<file path="src/verilog/frontend_consts.vh">
// Constants for the front-end mode control block
// Included by frontend_mode_control.v; definitions only
`ifndef FRONTEND_CONSTS_VH
`define FRONTEND_CONSTS_VH

// Register offsets
`define A_OP_CTRL 3'h0
`define A_IO_CFG 3'h1
`define A_MODE 3'h2
`define A_TX_DRV 3'h3
`define A_LM_IMP 3'h4
`define A_LM_CFG 3'h5
`define A_WAKE_TMR 3'h6
`define A_STATUS 3'h7

// Operation control fields
`define OP_EN 7
`define OP_RX_EN 6
`define OP_RX_CHN 5
`define OP_RX_MAN 4
`define OP_TX_EN 3
`define OP_WAKE 2
`define OP_WAKE_ALONE 8'h04

// Other field positions
`define IO_SINGLE 0
`define IO_SECOND 1
`define MODE_AM 0
`define LM_INT 0
`define LM_EXT 1
`define LM_POL 2
`define LM_CHAN 3
`define TXD_RES_HI 3
`define TXD_RES_LO 0
`define TXD_AML_HI 7
`define TXD_AML_LO 4
`define IMP_UN_HI 3
`define IMP_UN_LO 0
`define IMP_MOD_HI 7
`define IMP_MOD_LO 4

// Reset values
`define RST_OP 8'h00
`define RST_IO 8'h00
`define RST_MODE 8'h00
`define RST_TXD 8'h00
`define RST_LMI 8'h00
`define RST_LMC 8'h00
`define RST_WAKE 8'h10

// Mode state codes
`define MD_PDOWN 2'h0
`define MD_READY 2'h1
`define MD_WAKE 2'h2
`define MD_OTHER 2'h3

// Status bits
`define ST_OSC 0
`define ST_WAKE 1
`define ST_MODE_LO 4

// Largest segments switched off
`define MAX_OFF 4'h7

`endif

</file>
<file path="src/verilog/unused_placeholder_none.v">
`timescale 1ns/1ps
`default_nettype none
`default_nettype wire

</file>
<file path="src/verilog/frontend_mode_control.v">
// Operating mode and RF front-end control for an NFC reader
// Assumes one clock, register port from a serial host bridge,
// analog status and modulation strobes synchronous to core_clk
//
// Summary of operation
// - Reset clears operation control; block rests in power-down, regulators off.
// - Power-down keeps register access; memory and FIFO access refused.
// - Enable bit 7 starts oscillator, regulators, tuning; ready mode; memory open.
// - In ready mode, interrupt once oscillator becomes stable.
// - Receiver and transmitter have independent enable bits.
// - Wake-up bit alone gives wake-up mode with RC oscillator and timer.
// - Wake-up measurement differing from reference raises interrupt.
// - Single driver mode uses one driver; select bit picks output and input.
// - Eight binary segments; resistance field picks conducting segments.
// - Resistance field resets to lowest output resistance.
// - Modulation type bit selects AM or OOK.
// - OOK modulated state stops carrier drive.
// - AM modulated state supplies drivers from AM regulator at level field.
// - Internal and external load modulation chosen separately, both allowed.
// - With extracted clock, unmodulated impedance outside modulation, modulated during it; held otherwise.
// - External load modulation drives modulation pin with load signal.
// - Polarity bit inverts external modulation pin.
// - Receiver powered only while receiver enable bit is 1.
// - Channel: both bits 0 automatic; else select bit, 0 AM/I, 1 PM/Q.
// - In automatic mode receiver logic picks channel feeding framing.
//
// Added by the designer: the placing of the registers and strobed register access.
`include "frontend_consts.vh"
`timescale 1ns/1ps
`default_nettype none

module frontend_mode_control #(
  parameter WAKE_PRESCALE = 16'd1000
) (
  // Clock and reset
  input wire core_clk,
  input wire rst,
  // Register port
  input wire [2:0] reg_addr,
  input wire [7:0] reg_wdata,
  input wire reg_wr,
  input wire reg_rd,
  output reg [7:0] reg_rdata,
  // Analog status and transfer strobes
  input wire osc_stable,
  input wire tx_modulate,
  input wire target_mode,
  input wire extracted_clk_ok,
  input wire loadmod_signal,
  input wire wake_difference,
  input wire am_activity,
  input wire pm_activity,
  // Power and clock controls
  output reg osc_enable,
  output reg regulator_enable,
  output reg antenna_tuning,
  output reg rc_osc_enable,
  output reg wakeup_measure,
  output wire mem_access_ok,
  output wire irq,
  // Transmitter
  output reg [7:0] antenna_driver_a,
  output reg [7:0] antenna_driver_b,
  output reg am_supply_select,
  output reg [3:0] am_level_field,
  output reg external_modulation_gate,
  // Receiver
  output reg receiver_power,
  output reg receive_input_b,
  output reg channel_choice
);

  // ************************************************************
  // Functions
  // ************************************************************
  // Resistance code to conducting segment mask
  function [7:0] seg_mask;
    input [3:0] res;
    reg [3:0] off;
    begin
      off = (res > `MAX_OFF) ? `MAX_OFF : res;
      seg_mask = 8'hFF >> off;
    end
  endfunction

  // ************************************************************
  // Registers
  // ************************************************************
  reg [7:0] op_ctrl_reg;
  reg [7:0] io_cfg_reg;
  reg [7:0] mode_def_reg;
  reg [7:0] tx_drv_reg;
  reg [7:0] lm_imp_reg;
  reg [7:0] lm_cfg_reg;
  reg [7:0] wake_period_reg;
  reg [1:0] irq_flags_reg;
  reg [1:0] mode_reg;
  reg [1:0] mode_next;
  reg osc_seen_reg;
  reg [15:0] pre_cnt_reg;
  reg [7:0] wake_cnt_reg;
  reg [3:0] lm_imp_applied_reg;
  reg auto_chan_reg;
  reg [7:0] status_word;

  // ************************************************************
  // Field decode
  // ************************************************************
  wire en_bit = op_ctrl_reg[`OP_EN];
  wire rx_en_bit = op_ctrl_reg[`OP_RX_EN];
  wire tx_en_bit = op_ctrl_reg[`OP_TX_EN];
  wire rx_chn_bit = op_ctrl_reg[`OP_RX_CHN];
  wire rx_man_bit = op_ctrl_reg[`OP_RX_MAN];
  wire single_bit = io_cfg_reg[`IO_SINGLE];
  wire second_output_select = io_cfg_reg[`IO_SECOND];
  wire modulation_type_select = mode_def_reg[`MODE_AM];
  wire internal_loadmod_select = lm_cfg_reg[`LM_INT];
  wire external_loadmod_select = lm_cfg_reg[`LM_EXT];
  wire external_loadmod_invert = lm_cfg_reg[`LM_POL];
  wire manual_channel = lm_cfg_reg[`LM_CHAN];
  wire [3:0] unmodulated_impedance = lm_imp_reg[`IMP_UN_HI:`IMP_UN_LO];
  wire [3:0] modulated_impedance = lm_imp_reg[`IMP_MOD_HI:`IMP_MOD_LO];
  wire [3:0] normal_resistance = tx_drv_reg[`TXD_RES_HI:`TXD_RES_LO];
  wire [3:0] am_level_next = tx_drv_reg[`TXD_AML_HI:`TXD_AML_LO];
  wire rd_status = reg_rd && (reg_addr == `A_STATUS);
  wire wake_only = (op_ctrl_reg == `OP_WAKE_ALONE);
  wire in_ready = (mode_reg == `MD_READY);
  wire in_wake = (mode_reg == `MD_WAKE);
  wire pre_wrap = (pre_cnt_reg >= WAKE_PRESCALE - 16'd1);
  wire period_done = (wake_cnt_reg >= wake_period_reg);

  // Status word: mode field and sticky flags
  always @* begin
    status_word = 8'h00;
    status_word[`ST_MODE_LO +: 2] = mode_reg;
    status_word[`ST_OSC] = irq_flags_reg[`ST_OSC];
    status_word[`ST_WAKE] = irq_flags_reg[`ST_WAKE];
  end

  // ************************************************************
  // Register writes
  // ************************************************************
  always @(posedge core_clk or posedge rst) begin
    if (rst) begin
      op_ctrl_reg <= `RST_OP;
      io_cfg_reg <= `RST_IO;
      mode_def_reg <= `RST_MODE;
      tx_drv_reg <= `RST_TXD;
      lm_imp_reg <= `RST_LMI;
      lm_cfg_reg <= `RST_LMC;
      wake_period_reg <= `RST_WAKE;
    end else if (reg_wr) begin
      // Configuration stays writable in every mode
      case (reg_addr)
        `A_OP_CTRL: op_ctrl_reg <= reg_wdata;
        `A_IO_CFG: io_cfg_reg <= reg_wdata;
        `A_MODE: mode_def_reg <= reg_wdata;
        `A_TX_DRV: tx_drv_reg <= reg_wdata;
        `A_LM_IMP: lm_imp_reg <= reg_wdata;
        `A_LM_CFG: lm_cfg_reg <= reg_wdata;
        `A_WAKE_TMR: wake_period_reg <= reg_wdata;
        default: op_ctrl_reg <= op_ctrl_reg;
      endcase
    end
  end

  // ************************************************************
  // Register reads
  // ************************************************************
  always @(posedge core_clk or posedge rst) begin
    if (rst) begin
      reg_rdata <= 8'h00;
    end else if (reg_rd) begin
      case (reg_addr)
        `A_OP_CTRL: reg_rdata <= op_ctrl_reg;
        `A_IO_CFG: reg_rdata <= io_cfg_reg;
        `A_MODE: reg_rdata <= mode_def_reg;
        `A_TX_DRV: reg_rdata <= tx_drv_reg;
        `A_LM_IMP: reg_rdata <= lm_imp_reg;
        `A_LM_CFG: reg_rdata <= lm_cfg_reg;
        `A_WAKE_TMR: reg_rdata <= wake_period_reg;
        `A_STATUS: reg_rdata <= status_word;
        default: reg_rdata <= 8'h00;
      endcase
    end else begin
      reg_rdata <= 8'h00;
    end
  end

  // ************************************************************
  // Operating mode
  // ************************************************************
  always @* begin
    if (en_bit) begin
      mode_next = `MD_READY;
    end else if (wake_only) begin
      mode_next = `MD_WAKE;
    end else if (op_ctrl_reg == `RST_OP) begin
      mode_next = `MD_PDOWN;
    end else begin
      mode_next = `MD_OTHER;
    end
  end

  always @(posedge core_clk or posedge rst) begin
    if (rst) begin
      mode_reg <= `MD_PDOWN;
      osc_enable <= 1'b0;
      regulator_enable <= 1'b0;
      antenna_tuning <= 1'b0;
      rc_osc_enable <= 1'b0;
    end else begin
      mode_reg <= mode_next;
      osc_enable <= en_bit;
      regulator_enable <= en_bit;
      antenna_tuning <= en_bit;
      rc_osc_enable <= wake_only;
    end
  end

  // Memory and FIFO open only when enabled
  assign mem_access_ok = in_ready;

  // ************************************************************
  // Wake-up timer
  // ************************************************************
  always @(posedge core_clk or posedge rst) begin
    if (rst) begin
      pre_cnt_reg <= 16'h0000;
      wake_cnt_reg <= 8'h00;
      wakeup_measure <= 1'b0;
    end else if (!in_wake || !wake_only) begin
      // Leaving wake-up stops the timer at once
      pre_cnt_reg <= 16'h0000;
      wake_cnt_reg <= 8'h00;
      wakeup_measure <= 1'b0;
    end else begin
      wakeup_measure <= 1'b0;
      if (pre_wrap) begin
        pre_cnt_reg <= 16'h0000;
        if (period_done) begin
          wake_cnt_reg <= 8'h00;
          wakeup_measure <= 1'b1;
        end else begin
          wake_cnt_reg <= wake_cnt_reg + 8'h01;
        end
      end else begin
        pre_cnt_reg <= pre_cnt_reg + 16'h0001;
      end
    end
  end

  // ************************************************************
  // Interrupt flags, cleared on status read, set wins
  // ************************************************************
  wire osc_event = in_ready && osc_stable && !osc_seen_reg;
  wire wake_event = in_wake && wake_difference;

  always @(posedge core_clk or posedge rst) begin
    if (rst) begin
      irq_flags_reg <= 2'h0;
      osc_seen_reg <= 1'b0;
    end else begin
      osc_seen_reg <= in_ready && (osc_seen_reg || osc_stable);
      irq_flags_reg[`ST_OSC] <= osc_event ||
        (irq_flags_reg[`ST_OSC] && !rd_status);
      irq_flags_reg[`ST_WAKE] <= wake_event ||
        (irq_flags_reg[`ST_WAKE] && !rd_status);
    end
  end

  assign irq = |irq_flags_reg;

  // ************************************************************
  // Load modulation impedance, applied with extracted clock
  // ************************************************************
  always @(posedge core_clk or posedge rst) begin
    if (rst) begin
      lm_imp_applied_reg <= 4'h0;
    end else if (extracted_clk_ok) begin
      lm_imp_applied_reg <= tx_modulate ? modulated_impedance :
                            unmodulated_impedance;
    end
  end

  // ************************************************************
  // Transmitter drive
  // ************************************************************
  wire tx_on = en_bit && tx_en_bit;
  wire ook_gap = tx_modulate && !modulation_type_select;
  wire drv_lm = target_mode && internal_loadmod_select;
  wire [7:0] tx_seg = seg_mask(normal_resistance);
  wire [7:0] lm_seg = seg_mask(lm_imp_applied_reg);
  reg [7:0] seg_next;

  always @* begin
    if (drv_lm) begin
      seg_next = lm_seg;
    end else if (tx_on && !ook_gap) begin
      seg_next = tx_seg;
    end else begin
      seg_next = 8'h00;
    end
  end

  // ************************************************************
  // Driver selection and external pin
  // ************************************************************
  reg [7:0] drv_a_next;
  reg [7:0] drv_b_next;

  // Single mode keeps only the selected driver
  always @* begin
    drv_a_next = seg_next;
    drv_b_next = seg_next;
    if (single_bit) begin
      if (second_output_select) begin
        drv_a_next = 8'h00;
      end else begin
        drv_b_next = 8'h00;
      end
    end
  end

  // Pin level before target gating
  wire ext_pin_level = loadmod_signal ^ external_loadmod_invert;
  wire ext_gate_next = target_mode && external_loadmod_select && ext_pin_level;

  always @(posedge core_clk or posedge rst) begin
    if (rst) begin
      antenna_driver_a <= 8'h00;
      antenna_driver_b <= 8'h00;
      am_supply_select <= 1'b0;
      am_level_field <= 4'h0;
      external_modulation_gate <= 1'b0;
    end else begin
      antenna_driver_a <= drv_a_next;
      antenna_driver_b <= drv_b_next;
      am_supply_select <= tx_on && tx_modulate && modulation_type_select;
      am_level_field <= am_level_next;
      external_modulation_gate <= ext_gate_next;
    end
  end

  // ************************************************************
  // Receiver power and channel choice
  // ************************************************************
  wire auto_sel = !rx_chn_bit && !rx_man_bit;
  wire rx_on = rx_en_bit && en_bit;
  reg auto_chan_next;

  // Last channel with exclusive activity wins framing
  always @* begin
    auto_chan_next = auto_chan_reg;
    if (am_activity && !pm_activity) begin
      auto_chan_next = 1'b0;
    end else if (pm_activity && !am_activity) begin
      auto_chan_next = 1'b1;
    end
  end

  always @(posedge core_clk or posedge rst) begin
    if (rst) begin
      auto_chan_reg <= 1'b0;
      receiver_power <= 1'b0;
      receive_input_b <= 1'b0;
      channel_choice <= 1'b0;
    end else begin
      auto_chan_reg <= auto_chan_next;
      receiver_power <= rx_on;
      receive_input_b <= single_bit && second_output_select;
      channel_choice <= auto_sel ? auto_chan_reg : manual_channel;
    end
  end

endmodule // frontend_mode_control

`default_nettype wire

</file>
<file path="config.mk">
export PLATFORM = sky130hd
export DESIGN_NAME = frontend_mode_control
export DESIGN_NICKNAME = d
export VERILOG_FILES = /design/src/verilog/unused_placeholder_none.v /design/src/verilog/frontend_mode_control.v
export VERILOG_INCLUDE_DIRS = /design/src /design/src/verilog
export SDC_FILE = /design/constraint.sdc
export NUM_CORES = 1
export LEC_CHECK = 0
export BUFFER_PORTS_ARGS = -buffer_cell sky130_fd_sc_hd__buf_2
export CAP_MARGIN = 30
export CORE_MARGIN = 3
export CORE_UTILIZATION = 47
export CTS_CLUSTER_DIAMETER = 100
export CTS_CLUSTER_SIZE = 24
export DETAILED_ROUTE_END_ITERATION = 10
export PLACE_DENSITY = 0.79
export SYNTH_ARGS = -nofsm -noshare
export SYNTH_HDL_FRONTEND = slang
export SYNTH_SLANG_ARGS = --single-unit
</file>
<file path="constraint.sdc">
create_clock -name core_clk -period 3.7 [get_ports core_clk]
set_clock_uncertainty 0.05 [all_clocks]
set_input_delay 0.555 -clock core_clk [delete_from_list [all_inputs] [get_ports core_clk]]
set_output_delay 0.555 -clock core_clk [all_outputs]
set_load 0.02 [all_outputs]
</file>
==> Word-level counts from Yosys, hierarchy flattened <==
Cells that the tools add are included.
{ "totals": {"output_inout_bits": 40, "wordCells": 116, "regBits": 126, "input_bits": 23} }
{ "classes": {"bitwise": 1, "n_eq_ne": 10, "n_reduce_logical": 46, "add_sub_neg": 2, "n_mux": 25, "magnitude_cmp": 4, "shift": 2} }
{ "op_table": {"columns": ["operator", "n"], "rows": [
  ["8-bit 2-to-1 mux", 10],
  ["8-bit case mux with 8 select lines", 1],
  ["16-bit 2-to-1 mux", 2],
  ["1-bit logical AND", 20],
  ["16-bit by 1-bit adder with 16-bit output, second input constant", 1],
  ["16-bit by 10-bit >= comparator with 1-bit output, second input constant", 1],
  ["8-bit by 4-bit right shift with 8-bit output, first input constant", 2],
  ["2-bit AND reduction", 7],
  ["3-bit == test, second input constant", 4],
  ["4-bit 2-to-1 mux", 3],
  ["1-bit logical NOT", 10],
  ["8-bit by 1-bit adder with 8-bit output, second input constant", 1],
  ["8-bit by 3-bit == test with 1-bit output, second input constant", 1],
  ["8-bit >= comparator", 1],
  ["4-bit by 3-bit > comparator with 1-bit output, second input constant", 2],
  ["8-bit logical NOT", 1],
  ["3-bit by 2-bit == test with 1-bit output, second input constant", 2],
  ["1-bit 2-to-1 mux", 6],
  ["2-bit 2-to-1 mux", 3],
  ["1-bit logical OR", 4],
  ["2-bit nonzero test", 2],
  ["3-bit by 1-bit == test with 1-bit output, second input constant", 1],
  ["3-bit logical NOT", 1],
  ["2-bit by 1-bit == test with 1-bit output, second input constant", 1],
  ["other kinds (3)", 3]
]} }

==> Longest topological paths before layout <==
Gate-level depths: netlist of the first run.
{ "depth": {"ltp_word": 8, "mapped_depth": 8} }

==> Least setup slack after synthesis of the first run <==
Ideal clock, no wire load.
{ "synth_timing": {"path_kind": "register to register", "start": "register wake_period_reg[4]", "end": "register wake_cnt_reg[6]", "setup_time_ns": 0.082, "arrival_ns": 1.923, "required_time_ns": 3.568, "synth_period_minus_slack_ns": 2.055, "stages_incl_launch_ff": 9, "path_slack_ns": 1.645, "cell_sequence": "dfstp_2 > inv_1 > ha_1 > a21oi_1 > nor2_1 > a211oi_1 > clkbuf_1 > o2111ai_1 > a31oi_1"} }
{ "synth_via": {"elab_chain_cells": 4} }
{ "synth_lines": {"columns": ["element", "line", "text"], "rows": [
  ["start, declared", "frontend_mode_control.v:95", "reg [7:0] wake_period_reg;"],
  ["start signal, assigned", "frontend_mode_control.v:151", "wake_period_reg <= `RST_WAKE;"],
  ["start signal, assigned", "frontend_mode_control.v:161", "`A_WAKE_TMR: wake_period_reg <= reg_wdata;"],
  ["8-bit >= comparator", "frontend_mode_control.v:130", "wire period_done = (wake_cnt_reg >= wake_period_reg);"],
  ["8-bit 2-to-1 mux", "frontend_mode_control.v:241", "if (period_done) begin"],
  ["8-bit 2-to-1 mux", "frontend_mode_control.v:239", "if (pre_wrap) begin"],
  ["8-bit 2-to-1 mux", "frontend_mode_control.v:232", "end else if (!in_wake || !wake_only) begin"],
  ["end signal, assigned", "frontend_mode_control.v:245", "wake_cnt_reg <= wake_cnt_reg + 8'h01;"],
  ["end, declared", "frontend_mode_control.v:101", "reg [7:0] wake_cnt_reg;"]
]} }
No other way between the ends. The select of a mux whose other input is x is not followed.
A chain may end at the register's enable or synchronous reset.

==> Worst setup path after layout of the first run <==
{ "layout_timing": {"start": "register wake_cnt_reg[2]", "end": "register wake_cnt_reg[5]"} }
{ "layout_via": {"elab_chain_cells": 4} }
{ "layout_lines": {"columns": ["element", "line"], "rows": [
  ["8-bit by 1-bit adder with 8-bit output or 8-bit >= comparator (tied branches)", "frontend_mode_control.v:245, frontend_mode_control.v:130"],
  ["8-bit 2-to-1 mux *", "frontend_mode_control.v:241"],
  ["8-bit 2-to-1 mux *", "frontend_mode_control.v:239"],
  ["8-bit 2-to-1 mux *", "frontend_mode_control.v:232"]
]} }
Every way passes the cells marked *; elsewhere a longest branch is shown, timed or not. The select of a mux whose other input is x is not followed.

==> load_flow_metrics.sql, run 1 <==
INSERT INTO impl_metrics (metric_group, metric, value, unit) VALUES
('finish', 'most_frequent_cells_in_the_layout', 'dfrtp_1 (125), buf_2 (62), mux2_2 (58), nor2_1 (54), nand2_1 (30)', ''),
('clocking', 'ctsHtreeMaxLevel', '4', ''),
('route', 'dr.first_iter.drc_count', '501', ''),
('floorplan', 'core_footprint', '0.0116', 'sq mm'),
('clocking', 'cts_repair_resize_count', '0', ''),
('setup_path', 'worst-endpoint-required', '3.97', 'ns'),
('finish', 'final_core_utilization', '0.581', ''),
('synth', 'per_instance_average_area_after_synthesis', '11.6', 'sq um'),
('route', 'route.detailed.wl_per_inst', '18.6', 'um'),
('clocking', 'root_buffer', 'clkbuf_16', ''),
('synth', 'seq_total_area_yosys', '0.559', ''),
('sta', 'timing.final.crit_share', '0.632', ''),
('setup_path', 'cp_slowest_stage_delay', '0.61', 'ns'),
('power_and_ir_drop', 'p_per_area', '624', 'mW/mm^2'),
('finish', 'syn2layout_area_growth', '19.1', '%'),
('clocking', 'cts-buffers-inserted', '17', ''),
('clocking', 'path_clk_slew', '0.05', 'ns'),
('run', 'max_cap_violations', '0', ''),
('setup_path', 'worstPathCellList', 'ha_1 -> and3_1 -> o21ai_0 -> a311o_1 -> nand4_1 -> a31oi_1', ''),
('floorplan', 'fp.dieH', '116', 'um'),
('synth', 'yosys_most_used_dff', 'dfrtp_1', ''),
('setup_path', 'rrSetupSlack', '1.36', 'ns'),
('finish', 'layout.cells.most_common', 'dfrtp_1', ''),
('sta', 'worst_pin_slew', '0.853', 'ns'),
('route', 'drtAntennaViolNets', '0', ''),
('route', 'drt-total-wl', '13200', 'um'),
('grt', 'pin_count_of_the_biggest_net_entering_global_routing', '88', ''),
('synth', 'ys_types', '60', ''),
('place', 'place.detailed.hpwl', '9200', 'um'),
('clocking', 'tritoncts', 'done', ''),
('sta', 'finalMaxSlewViolations', '0', ''),
('clocking', 'cts-hold-fix-buffers', '0', ''),
('setup_path', 'crit-reg2reg-capture', 'wake_cnt_reg[5]', ''),
('sta', 'timing.final.crit_period', '2.34', 'ns'),
('sta', 'holdWs', '0.264', 'ns'),
('worst_hold_path', 'min_path_type', 'input pin to async pin', ''),
('power_and_ir_drop', 'vdd.ir_drop.worst', '0.000345', 'V'),
('route', 'drt_drc_violations_left', '0', ''),
('sta', 'setup_viol', '0', ''),
('outcome', 'run_status', 'completed', ''),
('sta', 'max_clock_freq', '428', 'MHz'),
('route', 'vias_per_cell', '5.83', ''),
('setup_path', 'critPathKind', 'register to register', ''),
('finish', 'final_net_count', '589', ''),
('setup_path', 'timing.critical_path.to_type', 'register', ''),
('setup_path', 'path_max_fanout', '15', ''),
('clocking', 'clk_latency', '0.42', 'ns'),
('synth', 'post_synth_instance_area', '0.00565', 'sq mm'),
('setup_path', 'crit_cells', '6', ''),
('place', 'io_buffer_count', '62', ''),
('synth', 'synthArstFlopShare', '1.00', ''),
('grt', 'first_global_vias', '4095', ''),
('grt', 'grt.overflow.total', '0', ''),
('power_and_ir_drop', 'static-leakage-power', '3.08', 'nW'),
('finish', 'antennaDiodeCount', '0', ''),
('synth', 'synth_instances', '487', ''),
('clocking', 'clock_sink_count', '126', ''),
('setup_path', 'worstReg2RegStart', 'wake_cnt_reg[2]', ''),
('grt', 'initial_antenna_violation_count', '0', ''),
('floorplan', 'pin_count', '63', ''),
('grt', 'grt_pass1_wl', '21300', 'um'),
('setup_path', 'cp_num_buf_inv', '0', ''),
('finish', 'max_reg_flops', '16', ''),
('synth', 'synth.ff_latch_count', '126', ''),
('sta', 'rsz0062_at_grt', 'no', ''),
('synth', 'yosysWarningCount', '0', ''),
('clocking', 'cts_post_setup_buffers_inserted', '0', ''),
('floorplan', 'start_util', '0.488', ''),
('setup_path', 'slowest_stage_cell_cp', 'a311o_1', ''),
('synth', 'synth_enable_flop_cells', '0', ''),
('sta', 'setup-tns-final', '0', 'ns');
how the worst max path moves through the flow:
stage | startpoint | endpoint | slack [ns]
floorplan | rst | am_level_field[0] | 1.54
global placement | reg_addr[1] | mode_def_reg[0] | 1.43
detailed placement | reg_addr[1] | mode_def_reg[2] | 1.24
CTS | wake_cnt_reg[2] | wake_cnt_reg[5] | 1.44
global route | wake_cnt_reg[2] | wake_cnt_reg[6] | 1.31
finish | wake_cnt_reg[2] | wake_cnt_reg[5] | 1.36
layout make-up:
| class | instances | area [sq um] |
|---|---|---|
| Fill cell | 902 | 4840 |
| Multi-Input combinational cell | 326 | 2330 |
| Inverter | 20 | 78.8 |
| Clock buffer | 20 | 457 |
| Sequential cell | 126 | 3150 |
| Tap cell | 143 | 179 |
| Clock inverter | 12 | 185 |
| Timing Repair Buffer | 64 | 338 |
power by group:
group	switching (mW)	internal (mW)
clock network	0.604	1.17
logic	0.361	0.282
registers	0.180	1.60
Yosys cell counts, types with 2 or more instances:
master    count  share of area
nand4b_1      3         0.0047
and2_1        3         0.0033
a21oi_1      21          0.019
a31oi_1       6         0.0066
clkbuf_1     11         0.0073
mux2i_1      12          0.021
dfrtp_1     125           0.55
nor2b_1       9          0.010
nor3b_2       2         0.0044
buf_4         2         0.0027
nand4_1      15          0.017
nand3_1      13          0.012
mux2_2       58           0.12
and4_1        3         0.0047
xnor2_1       4         0.0062
mux4_2        2         0.0080
a211oi_1      5         0.0066
a22oi_1       8          0.011
ha_1         11          0.024
nor3_1        4         0.0035
inv_1        20          0.013
o211ai_1      3         0.0040
or2_2         3         0.0033
o21ai_0      18          0.016
buf_2         3         0.0027
nand2_1      30          0.020
nand2b_1      2         0.0022
xor2_1        4         0.0062
and3_1        3         0.0033
nor2_1       54          0.036
logic make-up (layout without fill, tap and decap cells):
family                   count (synthesis)  after routing  share of synthesized area
AND/OR/NAND/NOR                        157            157                      0.147
flip-flops                             126            126                      0.559
AO/OA/AOI/OAI                           72             72                     0.0802
other                                    1              6                   0.000664
multiplexers                            72             72                      0.145
buffers and inverters                   40            116                     0.0319
XOR/XNOR                                 8              8                     0.0124
adder cells (fa/ha/maj)                 11             11                     0.0244
per-layer routing:
layer,track usage,part of all wire
met5,0,0
met4,0.0728,0.020
met3,0.0433,0.060
met2,0.347,0.51
met1,0.270,0.41
per-stage QoR:
stage	power, mW	instance area (sq um)	setup slack (ns)	std cells
after floorplan	2.20	5670	1.54	492
after global placement	2.40	6080	1.43	679
after detailed placement	2.43	6080	1.24	679
after CTS	4.21	6720	1.44	711
after global routing	4.36	6720	1.31	711
final	4.19	6720	1.36	711
worst register-to-register path: cells and delay by family, from the launching register on:
kind	cells	cell delay (ns)
DFF	1	0.47
adders and majority gates	1	0.35
and+or+nand+nor	2	0.37
AOI/OAI and AO/OA	3	1.02
(Power assumes the default switching activity.)
==> run 2, diff against run 1 <==
==> constraint.sdc (replaced) <==
create_clock -name core_clk -period 2 [get_ports core_clk]
set_clock_uncertainty 0.05 [all_clocks]
set_input_delay 0.3 -clock core_clk [delete_from_list [all_inputs] [get_ports core_clk]]
set_output_delay 0.3 -clock core_clk [all_outputs]
set_load 0.02 [all_outputs]
==> run 2 against run 1 <==
  * Design area rose by 4.1%
  * Hold slack got worse by 0.19 ns
  * Sequential power rose by 83%
  * Global-route usage barely moved
  * Register-to-register slack got worse by 1.3 ns
  * Total power rose by 85%
  * Flip-flop and latch count did not move
  * Core utilization rose by 2.4 points
  * Critical path depth fell by 1
  * Setup slack got worse by 1.3 ns
  * Combinational power rose by 96%
  * Routed wire length rose by 0.50%
  * Critical path type unchanged
==> load_flow_metrics.sql, run 2 (same netlist as run 1, synthesis figures left out) <==
INSERT INTO impl_metrics (metric_group, metric, value, unit) VALUES
('outcome', 'run_status', 'completed', ''),
('route', 'drt-total-wl', '13300', 'um'),
('sta', 'final_hold_viol_count', '0', ''),
('setup_path', 'critical_path.startpoint_type', 'register', ''),
('setup_path', 'critPathKind', 'register to register', ''),
('clocking', 'root_buffer', 'clkbuf_16', ''),
('clocking', 'cts-buffers-inserted', '17', ''),
('grt', 'grt_pass1_wl', '21300', 'um'),
('setup_path', 'path_max_fanout', '7', ''),
('finish', 'layout.cells.most_common', 'dfrtp_1', ''),
('sta', 'max_clock_freq', '514', 'MHz'),
('run', 'max_cap_violations', '0', ''),
('sta', 'timing.final.crit_period', '1.95', 'ns'),
('floorplan', 'core_footprint', '0.0116', 'sq mm'),
('sta', 'worst_pin_slew', '0.596', 'ns'),
('finish', 'drive_above_1_share', '0.343', ''),
('power_and_ir_drop', 'vdd.ir_drop.worst', '0.000583', 'V'),
('sta', 'timing.final.crit_share', '0.973', ''),
('route', 'route.detailed.wl_per_inst', '17.9', 'um'),
('sta', 'relSlewSlack', '0.602', ''),
('route', 'dr.first_iter.drc_count', '345', ''),
('finish', 'syn2layout_area_growth', '23.9', '%'),
('finish', 'most_frequent_cells_in_the_layout', 'dfrtp_1 (125), buf_2 (62), mux2_2 (58), nor2_1 (49), nand2_1 (30)', ''),
('finish', 'final_net_count', '619', ''),
('finish', 'max_reg_flops', '16', ''),
('worst_hold_path', 'min_path_type', 'input pin to register', ''),
('route', 'drt_drc_violations_left', '0', ''),
('setup_path', 'slowest_stage_cell_cp', 'or4_4', ''),
('setup_path', 'worst-endpoint-required', '2.28', 'ns'),
('setup_path', 'timing.critical_path.arrival', '2.23', 'ns'),
('sta', 'finalMaxSlewViolations', '0', ''),
('place', 'io_buffer_count', '62', ''),
('finish', 'final_design_area_no_fill', '0.00700', 'sq mm'),
('power_and_ir_drop', 'static-leakage-power', '3.23', 'nW'),
('route', 'drt-pass1-iter-count', '5', ''),
('grt', 'grt.overflow.total', '0', ''),
('floorplan', 'fp.dieArea', '0.0134', 'sq mm'),
('floorplan', 'fp.dieH', '116', 'um'),
('place', 'place_congestion', '0.858', ''),
('floorplan', 'floorplan.die.width', '116', 'um'),
('clocking', 'maximum_clock_path_buffer_count', '2', ''),
('place', 'dpl_cell_area', '0.00625', 'sq mm'),
('power_and_ir_drop', 'p_total', '7.75', 'mW'),
('sta', 'setup_viol', '0', ''),
('setup_path', 'timing.critical_path.to_type', 'register', ''),
('route', 'vias_per_cell', '5.71', ''),
('clocking', 'path_clk_slew', '0.05', 'ns'),
('grt', 'pin_count_of_the_biggest_net_entering_global_routing', '51', ''),
('route', 'drtAntennaViolNets', '0', ''),
('setup_path', 'cp_slowest_stage_delay', '0.56', 'ns'),
('clocking', 'ctsHtreeMaxLevel', '4', ''),
('floorplan', 'fp-row-count', '39', ''),
('grt', 'first_global_vias', '4246', ''),
('route', 'via_count', '4235', ''),
('floorplan', 'start_util', '0.488', ''),
('sta', 'rsz0062_at_grt', 'yes', ''),
('clocking', 'tritoncts', 'done', ''),
('clocking', 'clock_sink_count', '126', ''),
('finish', 'final_core_utilization', '0.605', ''),
('place', 'place.detailed.hpwl', '9190', 'um'),
('setup_path', 'worstPathCellList', 'or4_4 -> nor4_4 -> nand3_4 -> buf_4 -> a31oi_1', ''),
('grt', 'overall_global_routing_resource_usage', '0.208', ''),
('grt', 'initial_antenna_violation_count', '1', ''),
('finish', 'fillCellCount', '867', ''),
('clocking', 'clk_latency', '0.42', 'ns'),
('power_and_ir_drop', 'p_per_area', '1110', 'mW/mm^2'),
('floorplan', 'pin_count', '63', '');
run 2: through the flow:
step | setup WS (ns) | instances | setup TNS (ns) | hold slack (ns)
after floorplan | 0.0451 | 492 | 0 | 0.314
after global placement | 0.174 | 701 | 0 | 0.345
after detailed placement | 0.102 | 701 | 0 | 0.348
after CTS | 0.0532 | 734 | 0 | 0.0701
after global routing | -0.0185 | 742 | -0.0547 | 0.0780
final | 0.0534 | 742 | 0 | 0.0709
run 2: path summary, 6_finish.rpt:
check | from | to | slack, ns | cells after the start
hold / removal | osc_stable | osc_seen_reg | 0.07 | 2
setup reg to reg | op_ctrl_reg[5] | wake_cnt_reg[7] | 0.05 | 5
setup / recovery | op_ctrl_reg[5] | wake_cnt_reg[7] | 0.05 | 5
max in group asynchronous | rst | pre_cnt_reg[14] | 0.89 | 4
hold reg to reg | tx_drv_reg[7] | am_level_field[3] | 0.36 | 0
min in group asynchronous | rst | am_supply_select | 0.53 | 4
run 2: power by group:
part	switching, mW	internal (mW)	total (mW)
registers	0.306	2.96	3.26
logic	0.688	0.571	1.26
clock network	1.08	2.15	3.23
total	2.08	5.67	7.75
run 2: worst max-delay path, delay by kind of cell (launching register included):
family	cells	cell delay, ns
compound gates	1	0.14
buf+inv	1	0.18
simple gates	3	1.10
flops	1	0.39
run 2: area by class of cell:
class	instances	area, sq um	share of cell area
clock inverter	10	161	0.0231
antenna	1	2.50	0.000358
multi-input combinational	327	2400	0.343
timing repair buffer	93	558	0.0798
sequential	126	3150	0.451
inverter	20	78.8	0.0113
tap	143	179	0.0256
clock buffer	22	464	0.0663
run 2: per-layer routing:
metal	share of wire	global-route usage	vias to the layer above
li1	-	-	1922
met1	0.42	0.257	2122
met2	0.50	0.349	160
met3	0.055	0.0465	31
met4	0.026	0.0947	0
met5	0	0	-
run 2: what timing repair did:
action                                 4_1_cts  5_1_grt
setup endpoints to repair                    0       14
hold buffers                                 1        0
endpoints found under the hold margin       35        0
buffers inserted                             0        6
gates resized for setup                      0       13
==> run 3, diff against run 2 <==
--- a/config.mk
+++ b/config.mk
@@ -6,14 +6,14 @@
 export SDC_FILE = /design/constraint.sdc
 export NUM_CORES = 1
 export LEC_CHECK = 0
-export BUFFER_PORTS_ARGS = -buffer_cell sky130_fd_sc_hd__buf_2
 export CAP_MARGIN = 30
 export CORE_MARGIN = 3
 export CORE_UTILIZATION = 47
 export CTS_CLUSTER_DIAMETER = 100
 export CTS_CLUSTER_SIZE = 24
 export DETAILED_ROUTE_END_ITERATION = 10
-export PLACE_DENSITY = 0.79
+export DONT_BUFFER_PORTS = 1
+export PLACE_DENSITY = 0.74
 export SYNTH_ARGS = -nofsm -noshare
 export SYNTH_HDL_FRONTEND = slang
 export SYNTH_SLANG_ARGS = --single-unit
==> run 3 against run 2 <==
  * The run now ends with negative setup slack left
  * Sequential share of layout area increased by 0.64 points
  * Maximum frequency decreased by 3.0%
  * Global-route usage decreased by 0.69 points
  * Clock-buffer cell count decreased by 4
  * Critical path depth increased by 1
  * Routed wire length decreased by 0.17%
  * Total power decreased by 2.4%
  * Final cell count decreased by 7.1%
  * Flip-flop and latch count unchanged
  * Core utilization decreased by 0.84 points
  * Via count decreased by 5.5%
  * Non-clock buffer count decreased by 51
==> load_flow_metrics.sql, run 3 (same netlist as run 1, synthesis figures left out) <==
INSERT INTO impl_metrics (metric_group, metric, value, unit) VALUES
('outcome', 'run_status', 'finished with violations', ''),
('outcome', 'failed_checks', 'negative setup slack', ''),
('floorplan', 'fp.dieArea', '0.0134', 'sq mm'),
('finish', 'drive_above_1_share', '0.267', ''),
('power_and_ir_drop', 'p_per_area', '1100', 'mW/mm^2'),
('clocking', 'clk_latency', '0.41', 'ns'),
('sta', 'holdWs', '0.0104', 'ns'),
('place', 'place.detailed.hpwl', '8730', 'um'),
('grt', 'initial_antenna_violation_count', '0', ''),
('worst_hold_path', 'min_path_type', 'input pin to register', ''),
('sta', 'timing.final.crit_share', '1.00', ''),
('setup_path', 'path_delay_family', 'simple AND/OR/NAND/NOR gates', ''),
('route', 'route.detailed.wl_per_inst', '19.2', 'um'),
('finish', 'final_net_count', '567', ''),
('setup_path', 'cp_num_buf_inv', '2', ''),
('power_and_ir_drop', 'static-leakage-power', '3.02', 'nW'),
('setup_path', 'rrSetupSlack', '-0.007', 'ns'),
('route', 'vias_per_cell', '5.81', ''),
('route', 'via_count', '4003', ''),
('route', 'drt-total-wl', '13200', 'um'),
('sta', 'rsz0062_at_grt', 'yes', ''),
('setup_path', 'crit_cells', '6', ''),
('floorplan', 'floorplan.die.width', '116', 'um'),
('setup_path', 'path_max_fanout', '5', ''),
('sta', 'setup_viol', '1', ''),
('clocking', 'clock_sink_count', '126', ''),
('finish', 'post_layout_nonfiller_instances', '689', ''),
('setup_path', 'worst-endpoint-required', '2.28', 'ns'),
('setup_path', 'timing.critical_path.arrival', '2.28', 'ns'),
('finish', 'syn2layout_area_growth', '22.2', '%'),
('grt', 'overall_global_routing_resource_usage', '0.201', ''),
('floorplan', 'start_util', '0.488', ''),
('place', 'placement.setup.worst_slack', '0.0795', 'ns'),
('setup_path', 'critPathKind', 'register to register', ''),
('finish', 'most_frequent_cells_in_the_layout', 'dfrtp_1 (125), mux2_2 (58), nor2_1 (54), nand2_1 (30), a21oi_1 (21)', ''),
('route', 'drt-pass1-iter-count', '6', ''),
('sta', 'layout_setup_ws', '-0.00689', 'ns'),
('sta', 'final_hold_viol_count', '0', ''),
('setup_path', 'cp_slowest_stage_delay', '0.54', 'ns'),
('setup_path', 'worstPathCellList', 'or4_4 -> nor4_4 -> nand3_4 -> buf_6 -> buf_4 -> a31oi_4', ''),
('route', 'drt_drc_violations_left', '0', ''),
('grt', 'pin_count_of_the_biggest_net_entering_global_routing', '59', ''),
('setup_path', 'worstReg2RegStart', 'op_ctrl_reg[5]', ''),
('place', 'dpl_cell_area', '0.00590', 'sq mm'),
('setup_path', 'critical_path.startpoint', 'op_ctrl_reg[5]', ''),
('setup_path', 'critical_path_end', 'wake_cnt_reg[6]', ''),
('place', 'place_congestion', '0.807', ''),
('setup_path', 'slowest_stage_cell_cp', 'or4_4', ''),
('route', 'dr.first_iter.drc_count', '357', ''),
('grt', 'grt.overflow.total', '0', ''),
('sta', 'timing.final.crit_period', '2.01', 'ns'),
('run', 'max_cap_violations', '0', ''),
('place', 'io_buffer_count', '0', ''),
('sta', 'relSlewSlack', '0.543', ''),
('finish', 'layout.cells.most_common', 'dfrtp_1', ''),
('setup_path', 'timing.critical_path.to_type', 'register', ''),
('floorplan', 'pin_count', '63', ''),
('sta', 'worst_pin_slew', '0.685', 'ns'),
('setup_path', 'reg2regPathDepth', '6', ''),
('clocking', 'root_buffer', 'clkbuf_16', ''),
('route', 'drtAntennaViolNets', '0', ''),
('setup_path', 'critical_path.startpoint_type', 'register', ''),
('clocking', 'path_clk_slew', '0.06', 'ns'),
('finish', 'final_core_utilization', '0.597', ''),
('floorplan', 'core_footprint', '0.0116', 'sq mm'),
('finish', 'max_reg_flops', '16', ''),
('place', 'numPlacedInstances', '630', ''),
('setup_path', 'crit-reg2reg-capture', 'wake_cnt_reg[6]', ''),
('clocking', 'cts-buffers-inserted', '17', ''),
('finish', 'antennaDiodeCount', '0', ''),
('sta', 'max_clock_freq', '498', 'MHz'),
('clocking', 'maximum_clock_path_buffer_count', '2', ''),
('clocking', 'tritoncts', 'done', ''),
('grt', 'first_global_vias', '3941', ''),
('finish', 'final_design_area_no_fill', '0.00690', 'sq mm'),
('clocking', 'ctsHtreeMaxLevel', '4', ''),
('power_and_ir_drop', 'vdd.ir_drop.worst', '0.000557', 'V'),
('floorplan', 'fp.dieH', '116', 'um'),
('floorplan', 'fp-row-count', '39', ''),
('sta', 'finalMaxSlewViolations', '0', ''),
('grt', 'grt_pass1_wl', '20500', 'um');
[run 3: changes by cell type in the layout (fill, tap and decap cells not counted), sizes merged, moves of 2 or more]
cell         previous run  this run
inv                    19        24
dlygate4sd3             1        15
buf                    92        26
clkinv                  3         5
clkbuf                 22        19
clkinvlp                4         2
[run 3: worst reg2reg max path, stage by stage, from the launching register on]
cell,delay [ns]
dfrtp_1,0.37
or4_4,0.54
nor4_4,0.37
nand3_4,0.16
buf_6,0.15
buf_4,0.13
a31oi_4,0.15
[run 3: area by class of cell]
cell class | instances | area [sq um]
clock buffers | 18 | 439
clock inverters | 14 | 181
fillers | 875 | 4670
inverters | 20 | 78.8
multi-input cells | 326 | 2440
flip-flops and latches | 126 | 3150
well taps | 143 | 179
repair buffers | 42 | 423
[run 3: worst min path at each step]
stage                                           to  cells past startpoint  slack [ns]     startpoint
after global placement       lm_imp_applied_reg[3]                      1        0.19            rst
final                     external_modulation_gate                      1        0.01    target_mode
after global routing                  reg_rdata[2]                      1        0.01         reg_rd
after detailed placement     lm_imp_applied_reg[3]                      1        0.19            rst
after CTS                 external_modulation_gate                      1      0.0009    target_mode
after floorplan                  am_level_field[1]                      0        0.31  tx_drv_reg[5]
[run 3: what timing repair did]
| item | in CTS | in global routing |
|---|---|---|
| endpoints found under the hold margin | 89 | 0 |
| setup buffers | 0 | 11 |
| gates resized for setup | 0 | 22 |
| cloned | 0 | 1 |
| hold buffers | 15 | 0 |
| setup endpoints to repair | 1 | 14 |
| pin swaps | 1 | 12 |
[run 3: metal layers]
layer	share of wire	global-route usage	vias up
met1	0.42	0.247	2019
met4	0.023	0.0736	0
met5	0	0	-
met2	0.50	0.345	138
met3	0.051	0.0486	25
li1	-	-	1821
[run 3: power by group]
| group | internal [mW] | leakage, nW | switching, mW | total (mW) |
|---|---|---|---|---|
| combinational | 0.502 | 1.13 | 0.460 | 0.962 |
| sequential | 2.96 | 1.58 | 0.466 | 3.42 |
| clock | 2.02 | 0.302 | 1.17 | 3.18 |
| total | 5.48 | 3.02 | 2.09 | 7.57 |
[run 3: stage by stage]
step           power (mW)  setup TNS (ns)
3_5_place_dp         4.31               0
4_1_cts              7.54               0
2_1_floorplan        4.07               0
5_1_grt              7.86          -0.183
3_3_place_gp         4.26               0
6_report             7.57        -0.00689
